### src/design/relay_ctrl_pkg.sv
// Shared constants for the relay output controller and its helpers.
`default_nettype none

package relay_ctrl_pkg;

    // ------------------------------------------------------------------
    // Register indices (byte address is four times the index)
    // ------------------------------------------------------------------
    localparam logic [7:0]  IDX_OUT_ACTUAL  = 8'h04;
    localparam logic [7:0]  IDX_OUT_CMD     = 8'h0A;
    localparam logic [7:0]  IDX_TIMEOUT     = 8'h4E;
    localparam logic [7:0]  IDX_INIT        = 8'h5C;
    localparam logic [7:0]  IDX_COMM        = 8'h5D;
    localparam logic [7:0]  IDX_BAUD        = 8'h5E;
    localparam logic [7:0]  IDX_COMMAND     = 8'h78;
    localparam logic [7:0]  IDX_LINK_STATUS = 8'h80;

    // ------------------------------------------------------------------
    // Reset values, masks and codes
    // ------------------------------------------------------------------
    localparam logic [15:0] TIMEOUT_RST     = 16'h0000;
    localparam logic [15:0] INIT_RST        = 16'h0000;
    localparam logic [15:0] COMM_RST        = 16'h0100;
    localparam logic [2:0]  BAUD_RST        = 3'h3;
    localparam logic [15:0] INIT_MASK       = 16'hC0FF;
    localparam logic [15:0] COMM_MASK       = 16'hFF07;
    localparam logic [15:0] CMD_FACTORY     = 16'hFAC7;

    // ------------------------------------------------------------------
    // Field positions and parity codes
    // ------------------------------------------------------------------
    localparam int          INIT_TMO_BIT    = 14;
    localparam int          INIT_RETAIN_BIT = 15;
    localparam int          COMM_STOP_BIT   = 2;
    localparam logic [1:0]  PAR_NONE        = 2'h0;
    localparam logic [1:0]  PAR_ODD         = 2'h1;
    localparam logic [1:0]  PAR_EVEN        = 2'h2;
    localparam int          ST_FRAME        = 0;
    localparam int          ST_PARITY       = 1;
    localparam int          ST_FRAMING      = 2;
    localparam int          ST_TIMEOUT      = 3;

    // ------------------------------------------------------------------
    // Timing
    // ------------------------------------------------------------------
    localparam int          CLK_HZ_DEF      = 50_000_000;
    localparam int          MS_PER_S        = 1000;
    localparam int          TENTH_MS        = 100;
    localparam int          BAUD_TABLE [8]  = '{1200, 2400, 4800, 9600,
                                                19200, 38400, 57600, 115200};
    localparam logic [5:0]  GAP_BITS        = 6'h26;
    localparam logic [1:0]  SYNC_SETTLE     = 2'h3;

endpackage

`default_nettype wire

### src/design/char_rx.sv
// Serial character receiver with parity, stop-bit check and idle-gap detection.
`default_nettype none

module char_rx
    import relay_ctrl_pkg::*;
(
    // Clock and reset
    input  wire logic        pclk,
    input  wire logic        presetn,
    // Line and framing setup
    input  wire logic        rxd,
    input  wire logic [15:0] bit_div,
    input  wire logic [1:0]  parity_mode,
    input  wire logic        two_stop,
    // Received characters
    output logic             char_valid,
    output logic [7:0]       char_data,
    output logic             char_perr,
    output logic             char_ferr,
    output logic             gap_done
);
    typedef enum logic [4:0] {
        RX_IDLE  = 5'b00001,
        RX_START = 5'b00010,
        RX_DATA  = 5'b00100,
        RX_PAR   = 5'b01000,
        RX_STOP  = 5'b10000
    } rx_state_t;

    typedef struct packed {
        rx_state_t   st;
        logic [15:0] cnt;
        logic [2:0]  nbit;
        logic        stop2;
        logic [7:0]  sh;
        logic        par;
        logic        valid;
        logic        perr;
        logic        ferr;
        logic [5:0]  gap;
        logic        armed;
        logic        gap_done;
    } rx_t;

    rx_t r;
    rx_t next_r;

    always_comb begin
        next_r          = r;
        next_r.valid    = 1'b0;
        next_r.gap_done = 1'b0;
        if (r.cnt != 16'h0000) begin
            next_r.cnt = r.cnt - 16'h0001;
        end
        unique case (r.st)
            RX_IDLE: begin
                if (!rxd) begin
                    next_r.st  = RX_START;
                    next_r.cnt = {1'b0, bit_div[15:1]};
                    next_r.gap = 6'h00;
                end else if (r.cnt == 16'h0000) begin
                    // Idle time is measured in whole bit periods after a character.
                    next_r.cnt = bit_div - 16'h0001;
                    if (r.armed) begin
                        next_r.gap = r.gap + 6'h01;
                        if (r.gap == GAP_BITS - 6'h01) begin
                            next_r.gap_done = 1'b1;
                            next_r.armed    = 1'b0;
                        end
                    end
                end
            end
            RX_START: begin
                if (r.cnt == 16'h0000) begin
                    if (rxd) begin
                        next_r.st = RX_IDLE;
                    end else begin
                        next_r.st   = RX_DATA;
                        next_r.cnt  = bit_div - 16'h0001;
                        next_r.nbit = 3'h0;
                        next_r.par  = 1'b0;
                        next_r.perr = 1'b0;
                        next_r.ferr = 1'b0;
                    end
                end
            end
            RX_DATA: begin
                if (r.cnt == 16'h0000) begin
                    next_r.sh    = {rxd, r.sh[7:1]};
                    next_r.par   = r.par ^ rxd;
                    next_r.cnt   = bit_div - 16'h0001;
                    next_r.nbit  = r.nbit + 3'h1;
                    next_r.stop2 = two_stop;
                    if (r.nbit == 3'h7) begin
                        next_r.st = (parity_mode == PAR_ODD || parity_mode == PAR_EVEN)
                                  ? RX_PAR : RX_STOP;
                    end
                end
            end
            RX_PAR: begin
                if (r.cnt == 16'h0000) begin
                    next_r.perr = (r.par ^ rxd) != (parity_mode == PAR_ODD);
                    next_r.cnt  = bit_div - 16'h0001;
                    next_r.st   = RX_STOP;
                end
            end
            RX_STOP: begin
                if (r.cnt == 16'h0000) begin
                    next_r.ferr = r.ferr | ~rxd;
                    next_r.cnt  = bit_div - 16'h0001;
                    if (r.stop2 && rxd) begin
                        next_r.stop2 = 1'b0;
                    end else begin
                        next_r.valid = 1'b1;
                        next_r.st    = RX_IDLE;
                        next_r.armed = 1'b1;
                    end
                end
            end
            default: next_r.st = RX_IDLE;
        endcase
    end

    always_ff @(posedge pclk or negedge presetn) begin
        if (!presetn) begin
            r <= '{st: RX_IDLE, default: '0};
        end else begin
            r <= next_r;
        end
    end

    assign char_valid = r.valid;
    assign char_data  = r.sh;
    assign char_perr  = r.perr;
    assign char_ferr  = r.ferr;
    assign gap_done   = r.gap_done;
endmodule

`default_nettype wire

### src/design/relay_output_ctrl.sv
// Relay output controller: APB registers, serial frame watch, timeout and retention.
// -----------------------------------------------------------------------------
// -----------------------------------------------------------------------------
`default_nettype none

module relay_output_ctrl
    import relay_ctrl_pkg::*;
#(
    parameter int CLK_HZ       = CLK_HZ_DEF,
    parameter int TENTH_CYCLES = CLK_HZ / (MS_PER_S / TENTH_MS)
) (
    // Clock and reset
    input  wire logic        pclk,
    input  wire logic        presetn,
    // APB slave
    input  wire logic        psel,
    input  wire logic        penable,
    input  wire logic        pwrite,
    input  wire logic [11:0] paddr,
    input  wire logic [31:0] pwdata,
    output logic      [31:0] prdata,
    output logic             pready,
    output logic             pslverr,
    // Serial line
    input  wire logic        rxd,
    // Nonvolatile store
    input  wire logic [7:0]  nv_outputs_in,
    input  wire logic [15:0] nv_init_in,
    output logic             nv_write,
    output logic      [7:0]  nv_data,
    // Relay drive
    output logic      [7:0]  relay_out
);
    localparam logic [31:0] TENTH_TOP = 32'(TENTH_CYCLES - 1);

    typedef enum logic [2:0] {
        PH_SETTLE = 3'b001,
        PH_LOAD   = 3'b010,
        PH_RUN    = 3'b100
    } phase_t;

    typedef struct packed {
        phase_t      ph;
        logic [1:0]  settle;
        logic [15:0] init_word;
        logic [15:0] comm;
        logic [15:0] timeout;
        logic [2:0]  baud;
        logic [7:0]  out_cmd;
        logic [3:0]  stat;
        logic [31:0] tick;
        logic [15:0] tenths;
        logic        tmo_armed;
        logic        frm_first;
        logic        frm_ok;
        logic [31:0] prdata;
        logic        pready;
        logic        pslverr;
        logic        nv_write;
        logic [7:0]  nv_data;
    } ctl_t;

    ctl_t        r;
    ctl_t        next_r;
    logic        rxd_s;
    logic [23:0] nv_s;
    logic [15:0] bit_div;
    logic        char_valid;
    logic [7:0]  char_data;
    logic        char_perr;
    logic        char_ferr;
    logic        gap_done;
    logic        tmo_en;
    logic        expire;
    logic        frame_hit;

    // -------------------------------------------------------------------------
    // Input synchronisers and character receiver
    // -------------------------------------------------------------------------
    sync2 #(.W(1), .RST_VAL(1'b1)) u_sync_rxd (
        .pclk    (pclk),
        .presetn (presetn),
        .d       (rxd),
        .q       (rxd_s)
    );

    sync2 #(.W(24), .RST_VAL(24'h000000)) u_sync_nv (
        .pclk    (pclk),
        .presetn (presetn),
        .d       ({nv_init_in, nv_outputs_in}),
        .q       (nv_s)
    );

    function automatic logic [15:0] divisor(input logic [2:0] sel);
        logic [15:0] d;
        d = 16'h0000;
        for (int i = 0; i < 8; i++) begin
            if (sel == 3'(i)) begin
                d = 16'(CLK_HZ / BAUD_TABLE[i]);
            end
        end
        return d;
    endfunction

    assign bit_div = divisor(r.baud);

    char_rx u_rx (
        .pclk        (pclk),
        .presetn     (presetn),
        .rxd         (rxd_s),
        .bit_div     (bit_div),
        .parity_mode (r.comm[1:0]),
        .two_stop    (r.comm[COMM_STOP_BIT]),
        .char_valid  (char_valid),
        .char_data   (char_data),
        .char_perr   (char_perr),
        .char_ferr   (char_ferr),
        .gap_done    (gap_done)
    );

    // -------------------------------------------------------------------------
    // Control logic
    // -------------------------------------------------------------------------
    assign tmo_en    = r.ph == PH_RUN && r.init_word[INIT_TMO_BIT] && r.tmo_armed
                       && r.timeout != 16'h0000;
    // Compare with >= so that shortening the timeout below the elapsed time still expires.
    assign expire    = tmo_en && r.tick == TENTH_TOP && r.tenths >= r.timeout - 16'h0001;
    assign frame_hit = gap_done && !r.frm_first && r.frm_ok;

    always_comb begin
        logic [31:0] rd;
        logic        hit;
        logic        wr;
        rd              = 32'h00000000;
        hit             = paddr[1:0] == 2'h0 && paddr[11:10] == 2'h0;
        wr              = 1'b0;
        next_r          = r;
        next_r.nv_write = 1'b0;
        unique case (r.ph)
            PH_SETTLE: begin
                if (r.settle == SYNC_SETTLE) begin
                    next_r.ph = PH_LOAD;
                end else begin
                    next_r.settle = r.settle + 2'h1;
                end
            end
            PH_LOAD: begin
                next_r.init_word = nv_s[23:8] & INIT_MASK;
                next_r.out_cmd   = nv_s[8 + INIT_RETAIN_BIT] ? nv_s[7:0] : nv_s[15:8];
                next_r.ph        = PH_RUN;
            end
            PH_RUN: begin
                wr = psel && penable && r.pready && pwrite;
            end
            default: next_r.ph = PH_SETTLE;
        endcase

        // Timer runs in tenths of a second while enabled and restarts on a good frame.
        if (!tmo_en) begin
            next_r.tick   = 32'h00000000;
            next_r.tenths = 16'h0000;
        end else if (expire) begin
            next_r.out_cmd   = r.init_word[7:0];
            next_r.tmo_armed = 1'b0;
        end else if (r.tick == TENTH_TOP) begin
            next_r.tick   = 32'h00000000;
            next_r.tenths = r.tenths + 16'h0001;
        end else begin
            next_r.tick = r.tick + 32'h00000001;
        end

        // A frame counts only if its first character matches the slave address.
        if (char_valid) begin
            next_r.frm_first = 1'b0;
            if (r.frm_first) begin
                next_r.frm_ok = !(char_perr || char_ferr) && char_data == r.comm[15:8];
            end else begin
                next_r.frm_ok = r.frm_ok && !(char_perr || char_ferr);
            end
        end
        if (gap_done) begin
            next_r.frm_first = 1'b1;
        end
        if (frame_hit) begin
            next_r.tick      = 32'h00000000;
            next_r.tenths    = 16'h0000;
            next_r.tmo_armed = 1'b1;
        end

        // Register decode; a bus write overrides a timeout fallback in the same cycle.
        case (paddr[9:2])
            IDX_OUT_ACTUAL: rd = {24'h000000, r.out_cmd};
            IDX_OUT_CMD: begin
                rd = {24'h000000, r.out_cmd};
                if (wr && hit) begin
                    next_r.out_cmd = pwdata[7:0];
                end
            end
            IDX_TIMEOUT: begin
                rd = {16'h0000, r.timeout};
                if (wr && hit) begin
                    next_r.timeout = pwdata[15:0];
                end
            end
            IDX_INIT: begin
                rd = {16'h0000, r.init_word};
                if (wr && hit) begin
                    next_r.init_word = pwdata[15:0] & INIT_MASK;
                end
            end
            IDX_COMM: begin
                rd = {16'h0000, r.comm};
                if (wr && hit) begin
                    next_r.comm = pwdata[15:0] & COMM_MASK;
                end
            end
            IDX_BAUD: begin
                rd = {29'h00000000, r.baud};
                if (wr && hit) begin
                    next_r.baud = pwdata[2:0];
                end
            end
            IDX_COMMAND: begin
                if (wr && hit && pwdata[15:0] == CMD_FACTORY) begin
                    next_r.timeout   = TIMEOUT_RST;
                    next_r.init_word = INIT_RST;
                    next_r.comm      = COMM_RST;
                    next_r.baud      = BAUD_RST;
                end
            end
            IDX_LINK_STATUS: begin
                rd = {28'h0000000, r.stat};
                if (wr && hit) begin
                    next_r.stat = r.stat & ~pwdata[3:0];
                end
            end
            default: hit = 1'b0;
        endcase

        // Sticky events are set after the clear so that a simultaneous event wins.
        if (char_valid && char_perr) begin
            next_r.stat[ST_PARITY] = 1'b1;
        end
        if (char_valid && char_ferr) begin
            next_r.stat[ST_FRAMING] = 1'b1;
        end
        if (frame_hit) begin
            next_r.stat[ST_FRAME] = 1'b1;
        end
        if (expire) begin
            next_r.stat[ST_TIMEOUT] = 1'b1;
        end

        next_r.pready  = psel && !r.pready && r.ph == PH_RUN;
        next_r.pslverr = psel && !r.pready && r.ph == PH_RUN && !hit;
        next_r.prdata  = hit ? rd : 32'h00000000;

        if (r.ph == PH_RUN && r.init_word[INIT_RETAIN_BIT] && next_r.out_cmd != r.out_cmd) begin
            next_r.nv_write = 1'b1;
            next_r.nv_data  = next_r.out_cmd;
        end
    end

    always_ff @(posedge pclk or negedge presetn) begin
        if (!presetn) begin
            r <= '{ph: PH_SETTLE, comm: COMM_RST, baud: BAUD_RST, timeout: TIMEOUT_RST,
                   init_word: INIT_RST, tmo_armed: 1'b1, frm_first: 1'b1, default: '0};
        end else begin
            r <= next_r;
        end
    end

    assign prdata    = r.prdata;
    assign pready    = r.pready;
    assign pslverr   = r.pslverr;
    assign nv_write  = r.nv_write;
    assign nv_data   = r.nv_data;
    assign relay_out = r.out_cmd;
endmodule

`default_nettype wire

### src/design/sync2.sv
// Two-stage synchroniser for signals from outside the clock domain.
`default_nettype none

module sync2 #(
    parameter int W = 1,
    parameter logic [W-1:0] RST_VAL = '0
) (
    // Clock and reset
    input  wire logic         pclk,
    input  wire logic         presetn,
    // Data
    input  wire logic [W-1:0] d,
    output logic      [W-1:0] q
);
    typedef struct packed {
        logic [W-1:0] meta;
        logic [W-1:0] q;
    } sync_t;

    sync_t r;
    sync_t next_r;

    always_comb begin
        next_r.meta = d;
        next_r.q    = r.meta;
    end

    always_ff @(posedge pclk or negedge presetn) begin
        if (!presetn) begin
            r <= {RST_VAL, RST_VAL};
        end else begin
            r <= next_r;
        end
    end

    assign q = r.q;
endmodule

`default_nettype wire

### config.mk
export PLATFORM = sky130hd
export DESIGN_NAME = relay_output_ctrl
export DESIGN_NICKNAME = d
export VERILOG_FILES = /design/src/design/relay_ctrl_pkg.sv /design/src/design/char_rx.sv /design/src/design/relay_output_ctrl.sv /design/src/design/sync2.sv
export SDC_FILE = /design/constraint.sdc
export NUM_CORES = 1
export LEC_CHECK = 0
export BUFFER_PORTS_ARGS = -buffer_cell sky130_fd_sc_hd__clkbuf_2
export CAP_MARGIN = 0
export CORE_MARGIN = 2
export CORE_UTILIZATION = 55
export CTS_CLUSTER_SIZE = 8
export DETAILED_ROUTE_END_ITERATION = 16
export PLACE_DENSITY = 0.86
export SLEW_MARGIN = 20
export SYNTH_ARGS = -nofsm -noshare
export SYNTH_HDL_FRONTEND = slang
export SYNTH_HIERARCHICAL = 1
export SYNTH_SLANG_ARGS = --single-unit
export TNS_END_PERCENT = 100
### constraint.sdc
create_clock -name pclk -period 7.99 [get_ports pclk]
set_input_delay 1.1985 -clock pclk [delete_from_list [all_inputs] [get_ports pclk]]
set_output_delay 1.1985 -clock pclk [all_outputs]
set_load 0.01 [all_outputs]
* Yosys cells after proc, flatten, opt, wreduce, memory -nomap -nowiden
Cells that the tools add are included.
** Word-level totals
- Flip-flop bits (word level) :: 257
- Input port bits :: 74
- Logic and storage cells :: 268
** Cells by class
- Add/sub/neg operators :: 8
- Magnitude comparators :: 1
- Equality and inequality tests :: 53
- Multiplexer cells :: 87
- Bitwise operators :: 7
- Reduce and logical (&&, ||, !) cells :: 75
** Operators with widths (count)
- $mux W16 :: 16
- $mux W48 :: 2
- $pmux W16 S2 :: 3
- $pmux W16 S6 :: 1
- $pmux W16 S5 :: 1
- $mux W32 :: 2
- $mux W8 :: 8
- $mux W51 :: 1
- $mux W49 :: 1
- $sub A16 B1 Y16 const B :: 3
- $mux W21 :: 2
- $eq A8 B7 Y1 const B :: 5
- $reduce_bool A2 Y1 :: 19
- $mux W34 :: 1
- $add A32 B1 Y32 const B :: 1
- $eq A32 B23 Y1 const B :: 1
- $reduce_bool A16 Y1 :: 2
- $pmux W5 S5 :: 1
- $mux W24 :: 1
- $logic_and A1 B1 Y1 :: 23
- $mux W1 :: 22
- $mux W5 :: 4
- $mux W19 :: 1
- $eq A3 B3 Y1 const B :: 6
- 51 further kinds :: 104

* Logic depth before layout (Yosys ltp)
Gate-level depths: netlist of run 1.
- Depth after elaboration :: 13
- Gate-level depth with buffers :: 16
- Depth with buffers taken out :: 15

* By module
Netlist of run 1, hierarchy kept.
** By module, submodules not included
- relay_output_ctrl :: instances 1, cells each 884, area each 8398.1 µm², sequential area each 3535.9 µm²
- char_rx :: instances 1, cells each 330, area each 3051.7 µm², sequential area each 1127.3 µm²
- sync2 (u_sync_nv) :: instances 1, cells each 48, area each 1201.2 µm², sequential area each 1201.2 µm²
- sync2 (u_sync_rxd) :: instances 1, cells each 2, area each 52.6 µm², sequential area each 52.6 µm²

* Worst setup path before layout of run 1
Ideal clock, no wire load.
- Kind :: register -> register
- From :: register r[111] in the netlist's numbering
- To :: register r (netlist bit nv_data[0])
- Setup time :: 0.125 ns
- Data arrival time :: 4.278 ns
- Slack :: 3.587 ns
- Cell stages (with the launch flop) :: 16
- Clock period less this slack :: 4.403 ns
- Cells stage by stage :: dfrtp_1 -> or4_4 -> nor4_1 -> nand2b_1 -> nor3_1 -> xnor2_1 -> ha_1 -> nand4_1 -> or4_1 -> o32a_4 -> a21oi_4 -> and2_1 -> buf_6 -> a22o_4 -> o2bb2ai_4 -> mux2_4
** Between the ends
- Cells in the longest elaborated chain, start to end :: 10
- Elaborated cells on any way between the ends :: 12
** RTL lines
- start, declared :: RTL line relay_output_ctrl.sv:63 : ctl_t r;
- start signal, assigned :: RTL line relay_output_ctrl.sv:266 : r <= '{ph: PH_SETTLE, comm: COMM_RST, baud: BAUD_RST, timeout: TIMEOUT_RST,
- start signal, assigned :: RTL line relay_output_ctrl.sv:269 : r <= next_r;
- branches (longest 5 deep; another with $sub A16 B1 Y16)
- $mux W8 * :: RTL line relay_output_ctrl.sv:159 : if (!tmo_en) begin
- $mux W8 :: RTL line relay_output_ctrl.sv:195 : if (wr && hit) begin
- $mux W8 * :: RTL line relay_output_ctrl.sv:191 : case (paddr[9:2])
- $ne A8 B8 Y1 :: RTL line relay_output_ctrl.sv:258 : if (r.ph == PH_RUN && r.init_word[INIT_RETAIN_BIT] && next_r.out_cmd != r.out_cmd) begin
- $logic_and A1 B1 Y1 :: RTL line relay_output_ctrl.sv:258
Mark *: on every way between the ends.
A chain may end at the register's enable or synchronous reset.

* Final worst setup path of run 1
- From :: register r[111] in the netlist's numbering
- To :: register r (netlist bit nv_data[4])
The elaborated chain is that of the path after synthesis.

==> results of run 1 <==
[state kept, by name, summed over array words and instances (netlist names)]
| signal | flops |
|---|---|
| prdata | 16 |
| nv_data | 8 |
| u_sync_rxd/next_r | 1 |
| u_rx/char_data | 8 |
| pready | 1 |
| nv_write | 1 |
| u_rx/char_perr | 1 |
| u_sync_nv/q | 18 |
| pslverr | 1 |
| u_rx/char_valid | 1 |
| u_rx/gap_done | 1 |
| r | 106 |
| u_sync_nv/next_r | 18 |
| u_rx/char_ferr | 1 |
| u_sync_rxd/q | 1 |
| relay_out | 8 |
| u_rx/r | 33 |
[cell usage in the layout (no fill, tap or decap), types with 9 or more instances in the layout]
cell type	count
clkbuf_16	34
nand2_1	86
nor2b_1	11
nor3_1	18
mux2i_1	30
a222oi_1	13
xnor2_1	52
nand3_1	35
and3_1	12
mux2_2	26
ha_1	27
nand2b_1	9
nand4_1	25
or3_1	20
and2_1	23
o22ai_1	13
a221o_1	13
buf_4	10
clkbuf_2	85
o21ai_0	51
a21oi_1	68
xor2_1	56
dfstp_2	9
conb_1	16
inv_1	32
nor4_1	17
nor2_1	147
dfrtp_1	215
[layout make-up]
cell class,instances,area (um2)
clock inverter,5,93.8
clock buffer,42,881
fill,1673,8270
timing repair buffer,96,515
inverter,32,120
tap,280,350
antenna,1,2.50
multi-input combinational,906,6110
sequential,224,5620
[per-layer routing]
metal | wire [um] | vias up
met5 | 0 | -
met4 | 892 | 0
met3 | 2630 | 75
met2 | 14200 | 495
met1 | 12600 | 4808
li1 | - | 4453
[power groups by stage]
| stage | Combinational, W | Clock, W | Sequential (W) |
|---|---|---|---|
| 2_1_floorplan | 0.000459 | 0 | 0.00130 |
| 6_report | 0.000581 | 0.00131 | 0.00133 |
| 3_3_place_gp | 0.000548 | 0 | 0.00133 |
| 5_1_grt | 0.000641 | 0.00139 | 0.00134 |
| 4_1_cts | 0.000571 | 0.00133 | 0.00132 |
| 3_5_place_dp | 0.000565 | 0 | 0.00134 |
[worst max-delay path, cell delays in order (launching register included)]
cell and delay (ns):
dfrtp_1 0.46, or4_4 0.61, nor4_1 0.54, nand2b_1 0.20
nor3_1 0.27, xnor2_1 0.10, ha_1 0.32, nand4_1 0.18
or4_1 0.57, o32a_4 0.36, a21oi_4 0.26, and2_1 0.46
a22o_4 0.20, o2bb2ai_4 0.24, mux2_4 0.35
[stage by stage]
step / setup WS, ns / instances / util
2_1_floorplan: 3.59 / 1267 / -
3_3_place_gp: 2.97 / 1538 / 0.579
3_5_place_dp: 2.86 / 1538 / 0.579
4_1_cts: 2.84 / 1585 / 0.623
5_1_grt: 2.49 / 1585 / 0.623
6_report: 2.74 / 1586 / 0.624
[path summary, 6_finish.rpt]
| check | from | to | cells past startpoint |
|---|---|---|---|
| hold / removal | u_sync_nv/next_r[6] | u_sync_nv/q[6] | 0 |
| hold reg to reg | u_sync_nv/next_r[6] | u_sync_nv/q[6] | 0 |
| setup / recovery | r[111] | nv_data[4] | 14 |
| min in group asynchronous | presetn | r[83] | 1 |
| setup reg to reg | r[111] | nv_data[4] | 14 |
| max in group asynchronous | presetn | u_rx/r[4] | 2 |
==> results_dict.tcl, run 1 <==
set metrics [dict create \
    outcome "complete, no violations" \
    via_per_inst 6.20 \
    die-area_um2 23800 \
    synth_area_per_cell_um2 9.91 \
    setup_tns_ns 0 \
    drv_cap 0 \
    ys_warn_count 6 \
    die_y_um 154 \
    leakage_nw 5.94 \
    p_switching_w 0.000952 \
    clk_latency_ns 0.52 \
    finalHoldViolCount 0 \
    post_cts_resize_count 0 \
    hold_buffers 0 \
    syn_inst 1252 \
    track_usage 0.257 \
    placed_cell_area_um2 12700 \
    worst_slew_margin_rel 0.348 \
    met3_usage 0.0462 \
    core_um2 22000 \
    gp_congestion 0.937 \
    grt_pass1_wl_um 49900 \
    area_growth_pct 10.4 \
    intPower_w 0.00227 \
    first_pass_iters 8 \
    end_kind "register" \
    start_util 0.565 \
    setup_viol 0 \
    arrival_ns 5.65 \
    tritoncts "built" \
    rows 54 \
    grt_pass1_vias 9782 \
    comb_power_share 0.180 \
    clockBufferDepth 3 \
    worstPathRequired_ns 8.39 \
    pwr-share-seq 0.412 \
    crit_type "reg2reg" \
    final_nets 1395 \
    portBuffers 86 \
    report.final.slew_viol_count 0 \
    rsz0062_at_grt "false" \
    max_freq_ghz 0.190 \
    fin_total_pwr_w 0.00322 \
    fin_skew_ns 0.0299 \
    worst_slew_pin_slew_ns 0.974 \
    sw_frac_of_total 0.295 \
    min_path_type "reg2reg" \
    path_clk_slew_ns 0.05 \
    finalCriticalPeriod_ns 5.25 \
    grt_overflow 0 \
    fin_area_um2 13700 \
    drc 0 \
    busiest_layer "met2" \
    powerDensity_nw_per_um2 235 \
    ir_drop_v 0.000173 \
    power_frac_clock 0.408 \
    cts_buffers 34 \
    hold_slack_ns 0.338 \
    cts_num_sinks 224 \
    chipWidth_um 154 \
    use_met2 0.411 \
    grt_use_met1 0.350 \
    htree_num_levels 2 \
    antenna_found_initial 2 \
    antenna_left 0 \
    wl_per_cell_um 19.1 \
    grt_max_degree 93 \
    worstSetupStartpointType "register" \
    reg2reg_slack_ns 2.74 \
    io_pins 125 \
    drive_gt1_frac 0.166 \
    initialDrtViolationCount 900 \
    cts_root_buf "clkbuf_16" \
    hpwl_um 20600 \
    wl_um 30300 \
    cp_max_fo 9 \
    cts_setup_buffers 0 \
    vias 9831 \
    period_share 0.657 \
    syn_area_um2 12400 \
]
Power figures use the tool's default switching activity.
==> inputs of run 2 (changes only) <==
--- a/config.mk
+++ b/config.mk
@@ -8,10 +8,10 @@
 export BUFFER_PORTS_ARGS = -buffer_cell sky130_fd_sc_hd__clkbuf_2
 export CAP_MARGIN = 0
 export CORE_MARGIN = 2
-export CORE_UTILIZATION = 55
+export CORE_UTILIZATION = 54
 export CTS_CLUSTER_SIZE = 8
 export DETAILED_ROUTE_END_ITERATION = 16
-export PLACE_DENSITY = 0.86
+export PLACE_DENSITY = 0.88
 export SLEW_MARGIN = 20
 export SYNTH_ARGS = -nofsm -noshare
 export SYNTH_HDL_FRONTEND = slang
==> constraint.sdc (replaced) <==
create_clock -name pclk -period 4.3 [get_ports pclk]
set_input_delay 0.645 -clock pclk [delete_from_list [all_inputs] [get_ports pclk]]
set_output_delay 0.645 -clock pclk [all_outputs]
set_load 0.01 [all_outputs]
==> run 2 against run 1 <==
  * Worst hold slack worse by 0.18 ns
  * Die area rose by 1.8%
  * Register-to-register slack worse by 2.7 ns
  * Total power up 81%
  * Critical path depth rose by 1
  * Cell area increased by 1.2%
  * Sequential share of layout area decreased by 0.49 points
  * Utilization is 0.97 points lower
  * Critical path type unchanged
  * Critical endpoint is now nv_data[2]
==> results_dict.tcl, run 2 (synthesis gave the netlist of run 1 again) <==
set metrics [dict create \
    initialDrtViolationCount 997 \
    report.final.slew_viol_count 0 \
    worstPathRequired_ns 4.73 \
    met3_usage 0.0519 \
    grt_overflow 0 \
    clk_latency_ns 0.55 \
    grt_pass1_vias 10100 \
    die_y_um 156 \
    tritoncts "built" \
    grt_use_met1 0.352 \
    core_um2 22600 \
    die-area_um2 24200 \
    outcome "complete, no violations" \
    insertedDiodeCount 0 \
    reg2reg_from "r[111]" \
    wl_um 31600 \
    worst_slew_margin_rel 0.338 \
    wl_per_cell_um 19.4 \
    clockBufferDepth 3 \
    worstSetupStartpointType "register" \
    start_util 0.550 \
    regMostFlops "r" \
    ir_drop_v 0.000398 \
    vias 10200 \
    cp_max_fo 8 \
    io_pins 125 \
    period_share 0.988 \
    layout_common_cells "dfrtp_1 (215), nor2_1 (147), nand2_1 (86)" \
    drc 0 \
    antenna_left 0 \
    leakage_nw 6.04 \
    crit_path_top_delay_cell "or4_4" \
    drive_gt1_frac 0.181 \
    cts_buffers 31 \
    htree_num_levels 1 \
    max_freq_ghz 0.235 \
    placed_cell_area_um2 12900 \
    use_met2 0.416 \
    path_clk_slew_ns 0.06 \
    via_per_inst 6.23 \
    dp_slack_ns -0.0838 \
    ff2ff_path_depth 15 \
    powerDensity_nw_per_um2 420 \
    rsz0062_at_grt "true" \
    gp_congestion 0.941 \
    setup_viol 0 \
    grt_pass1_wl_um 51400 \
    critPathLaunch "r[111]" \
    min_path_type "in2async" \
    fin_ws_ns 0.0518 \
    path_cells "or4_4 -> nor4_4 -> nand2b_1 -> buf_4 -> xor2_1 -> ha_1 -> nand4_1 -> or4_4 -> o32a_4 -> a211oi_2 -> buf_4 -> a21o_1 -> and2b_4 -> o2bb2ai_4 -> mux2_4" \
    end_kind "register" \
    worst_slew_pin_slew_ns 0.989 \
    finalHoldViolCount 0 \
    portBuffers 86 \
    chipWidth_um 156 \
    cts_root_buf "clkbuf_16" \
    fin_area_um2 13900 \
    cp_slowest_stage_delay_ns 0.56 \
    cts_num_sinks 224 \
    hpwl_um 21600 \
    track_usage 0.262 \
    largest_registers "r x106, u_rx/r x33" \
    crit_type "reg2reg" \
    final_common_cell "dfrtp_1" \
    drv_cap 0 \
    reg2reg_slack_ns 0.05 \
    arrival_ns 4.68 \
    fin_skew_ns 0.0167 \
    antenna_found_initial 0 \
    first_pass_iters 6 \
    reg2reg_to "nv_data[2]" \
    crit_end "nv_data[2]" \
    grt_max_degree 112 \
    area_growth_pct 11.7 \
    busiest_layer "met2" \
    finalCriticalPeriod_ns 4.25 \
    final_nets 1421 \
    final_util 0.614 \
    rows 55 \
    largest_reg_flops 106 \
]
-- run 2: cell count changes in the layout (fill, tap and decap cells not counted), moves of 2 or more --
| cell | delta |
|---|---|
| nor3_2 | +2 |
| clkbuf_16 | -3 |
| clkbuf_1 | +18 |
| buf_4 | +28 |
-- run 2: layer usage --
| metal | routed length (um) | share of wire |
|---|---|---|
| met5 | 0 | 0 |
| met2 | 14500 | 0.46 |
| met4 | 1270 | 0.040 |
| met1 | 12700 | 0.40 |
| met3 | 3010 | 0.095 |
-- run 2: final cells by class --
| cell class | count | area [um2] |
|---|---|---|
| Timing Repair Buffer | 125 | 746 |
| Tap cell | 285 | 357 |
| Fill cell | 1708 | 8710 |
| Inverter | 32 | 120 |
| Multi-Input combinational cell | 906 | 6140 |
| Clock inverter | 1 | 8.76 |
| Sequential cell | 224 | 5620 |
| Clock buffer | 57 | 873 |
-- run 2: how the worst min path moves through the flow --
stage	from	endpoint	cells past startpoint
global placement	u_sync_nv/next_r[9]	u_sync_nv/q[9]	0
detailed placement	u_sync_nv/next_r[11]	u_sync_nv/q[11]	0
floorplan	u_sync_nv/next_r[0]	u_sync_nv/q[0]	0
finish	presetn	r[76]	1
CTS	rxd	u_sync_rxd/next_r[0]	1
global route	rxd	u_sync_rxd/next_r[0]	1
-- run 2: what timing repair did --
item,in CTS,in global routing
pin swaps,1,0
hold buffers,0,0
resized for setup,1,3
setup buffers,0,2
setup endpoints to repair,8,8
-- run 2: report_power, final --
part	switching, W	internal (W)	total (W)
Sequential	0.000201	0.00226	0.00246
Clock	0.000886	0.00134	0.00223
Combinational	0.000649	0.000478	0.00113
Total	0.00174	0.00409	0.00582
-- run 2: critical path: cells and delay by family, from the launching register on --
family	cells	cell delay, ns
simple gates	6	1.71
compound gates	4	0.91
flops	1	0.38
mux	1	0.35
fa+ha+maj	1	0.32
buf+inv	2	0.31
xor+xnor	1	0.13
-- run 2: per-stage QoR --
step / total power (W) / cells / hold WS (ns) / TNS (ns)
4_1_cts: 0.00581 / 1628 / 0.182 / 0
3_3_place_gp: 0.00352 / 1570 / 0.334 / 0
5_1_grt: 0.00607 / 1630 / 0.176 / -0.679
3_5_place_dp: 0.00357 / 1570 / 0.335 / -0.615
6_report: 0.00582 / 1630 / 0.160 / 0
2_1_floorplan: 0.00326 / 1267 / 0.331 / 0
==> inputs of run 3 (changes only) <==
--- a/config.mk
+++ b/config.mk
@@ -12,6 +12,7 @@
 export CTS_CLUSTER_SIZE = 8
 export DETAILED_ROUTE_END_ITERATION = 16
 export PLACE_DENSITY = 0.88
+export REMOVE_ABC_BUFFERS = 1
 export SLEW_MARGIN = 20
 export SYNTH_ARGS = -nofsm -noshare
 export SYNTH_HDL_FRONTEND = slang
==> run 3 against run 2 <==
  * Clock skew up 0.0076 ns
  * Total power down 0.75%
  * Worst hold slack worse by 0.10 ns
  * Register-to-register slack better by 0.03 ns
  * Final cell count down 0.37%
  * Via count about the same
  * Highest routed layer unchanged
==> results_dict.tcl, run 3 (synthesis gave the netlist of run 1 again) <==
set metrics [dict create \
    reg2reg_slack_ns 0.08 \
    cp_slowest_stage_delay_ns 0.54 \
    die-area_um2 24200 \
    arrival_ns 4.64 \
    min_path_type "in2async" \
    wl_per_cell_um 19.5 \
    worst_slew_pin_slew_ns 0.977 \
    ff2ff_path_depth 15 \
    reg2reg_to "nv_data[4]" \
    report.final.slew_viol_count 0 \
    chipWidth_um 156 \
    grt_pass1_wl_um 51000 \
    layout_common_cells "dfrtp_1 (215), nor2_1 (147), nand2_1 (86)" \
    rows 55 \
    area_growth_pct 12.3 \
    antenna_left 0 \
    regMostFlops "r" \
    cts_buffers 31 \
    grt_pass1_vias 9963 \
    die_y_um 156 \
    period_share 0.981 \
    ir_drop_v 0.000382 \
    htree_num_levels 1 \
    worstSetupStartpointType "register" \
    worst_slew_margin_rel 0.346 \
    outcome "complete, no violations" \
    final_util 0.617 \
    clk_latency_ns 0.55 \
    vias 10100 \
    powerDensity_nw_per_um2 415 \
    final_nets 1428 \
    end_kind "register" \
    reg2reg_from "r[112]" \
    final_common_cell "dfrtp_1" \
    clockBufferDepth 3 \
    grt_overflow 0 \
    critPathLaunch "r[112]" \
    track_usage 0.261 \
    path_clk_slew_ns 0.05 \
    largest_reg_flops 106 \
    via_per_inst 6.25 \
    first_pass_iters 6 \
    hold_buffers 0 \
    wl_um 31700 \
    worstPathRequired_ns 4.72 \
    tritoncts "built" \
    gp_congestion 0.936 \
    path_common_cell "or4_4" \
    cp_max_fo 8 \
    largest_registers "r x106, u_rx/r x33" \
    finalCriticalPeriod_ns 4.22 \
    crit_path_top_delay_cell "or4_4" \
    path_cells "or4_4 -> nor4_4 -> buf_4 -> buf_6 -> nand3_4 -> xor2_1 -> ha_1 -> nand4_1 -> or4_4 -> o32a_4 -> a21oi_4 -> nand3_2 -> a22o_4 -> o2bb2ai_4 -> mux2_4" \
    setup_viol 0 \
    initialDrtViolationCount 1115 \
    cts_num_sinks 224 \
    portBuffers 86 \
    drc 0 \
    antenna_found_initial 0 \
    io_pins 125 \
    fin_skew_ns 0.0243 \
    grt_max_degree 141 \
    crit_type "reg2reg" \
    max_freq_ghz 0.237 \
    finalHoldViolCount 0 \
    core_um2 22600 \
    start_util 0.550 \
    insertedDiodeCount 0 \
    drv_cap 0 \
    drive_gt1_frac 0.190 \
    cts_root_buf "clkbuf_16" \
    hpwl_um 21900 \
    leakage_nw 6.07 \
    hold_slack_ns 0.0559 \
]
run 3: final cells by class:
class / instances / area (um2)
clock inverters: 1 / 8.76
fillers: 1704 / 8640
flip-flops and latches: 224 / 5620
well taps: 285 / 357
multi-input cells: 906 / 6180
inverters: 32 / 120
repair buffers: 132 / 826
clock buffers: 44 / 825
run 3: metal layers:
layer | vias up | wire length [um] | GRT usage
met5 | - | 0 | 0
met4 | 0 | 979 | 0.0992
met3 | 85 | 3030 | 0.0519
met2 | 547 | 14800 | 0.418
met1 | 4989 | 12900 | 0.354
li1 | 4527 | - | -
run 3: power by group:
group / leakage [nW] / internal (W) / switching [W]
Combinational: 2.78 / 0.000482 / 0.000674
Clock: 0.402 / 0.00130 / 0.000861
Sequential: 2.89 / 0.00226 / 0.000202
Total: 6.07 / 0.00404 / 0.00174
run 3: metrics by stage:
stage,std cells,TNS (ns),total power (W),instance area [um2],worst slack (ns)
CTS,1617,0,0.00575,13800,0.0196
floorplan,1162,-14.98,0.00321,11800,-0.574
global placement,1571,-0.395,0.00352,12900,-0.0505
detailed placement,1571,-1.50,0.00358,12900,-0.194
global route,1624,-0.366,0.00602,13900,-0.0477
finish,1624,0,0.00578,13900,0.0801
run 3: critical path: cells and delay by family (launching register included):
family	cells	cell delay [ns]
fa+ha+maj	1	0.32
buf+inv	2	0.27
mux	1	0.34
flops	1	0.38
xor+xnor	1	0.17
compound gates	4	1.06
simple gates	6	1.55
run 3: worst max path at each step:
stage               slack [ns]    endpoint
finish                    0.08  nv_data[4]
CTS                       0.02  nv_data[4]
global route             -0.05  nv_data[6]
global placement         -0.05  nv_data[1]
detailed placement       -0.19  nv_data[6]
floorplan                -0.57  nv_data[0]
run 3: repair_timing:
action / CTS / global route
setup endpoints to repair: 8 / 47
resized for setup: 3 / 10
pin swaps: 1 / 9
buffers inserted: 1 / 6
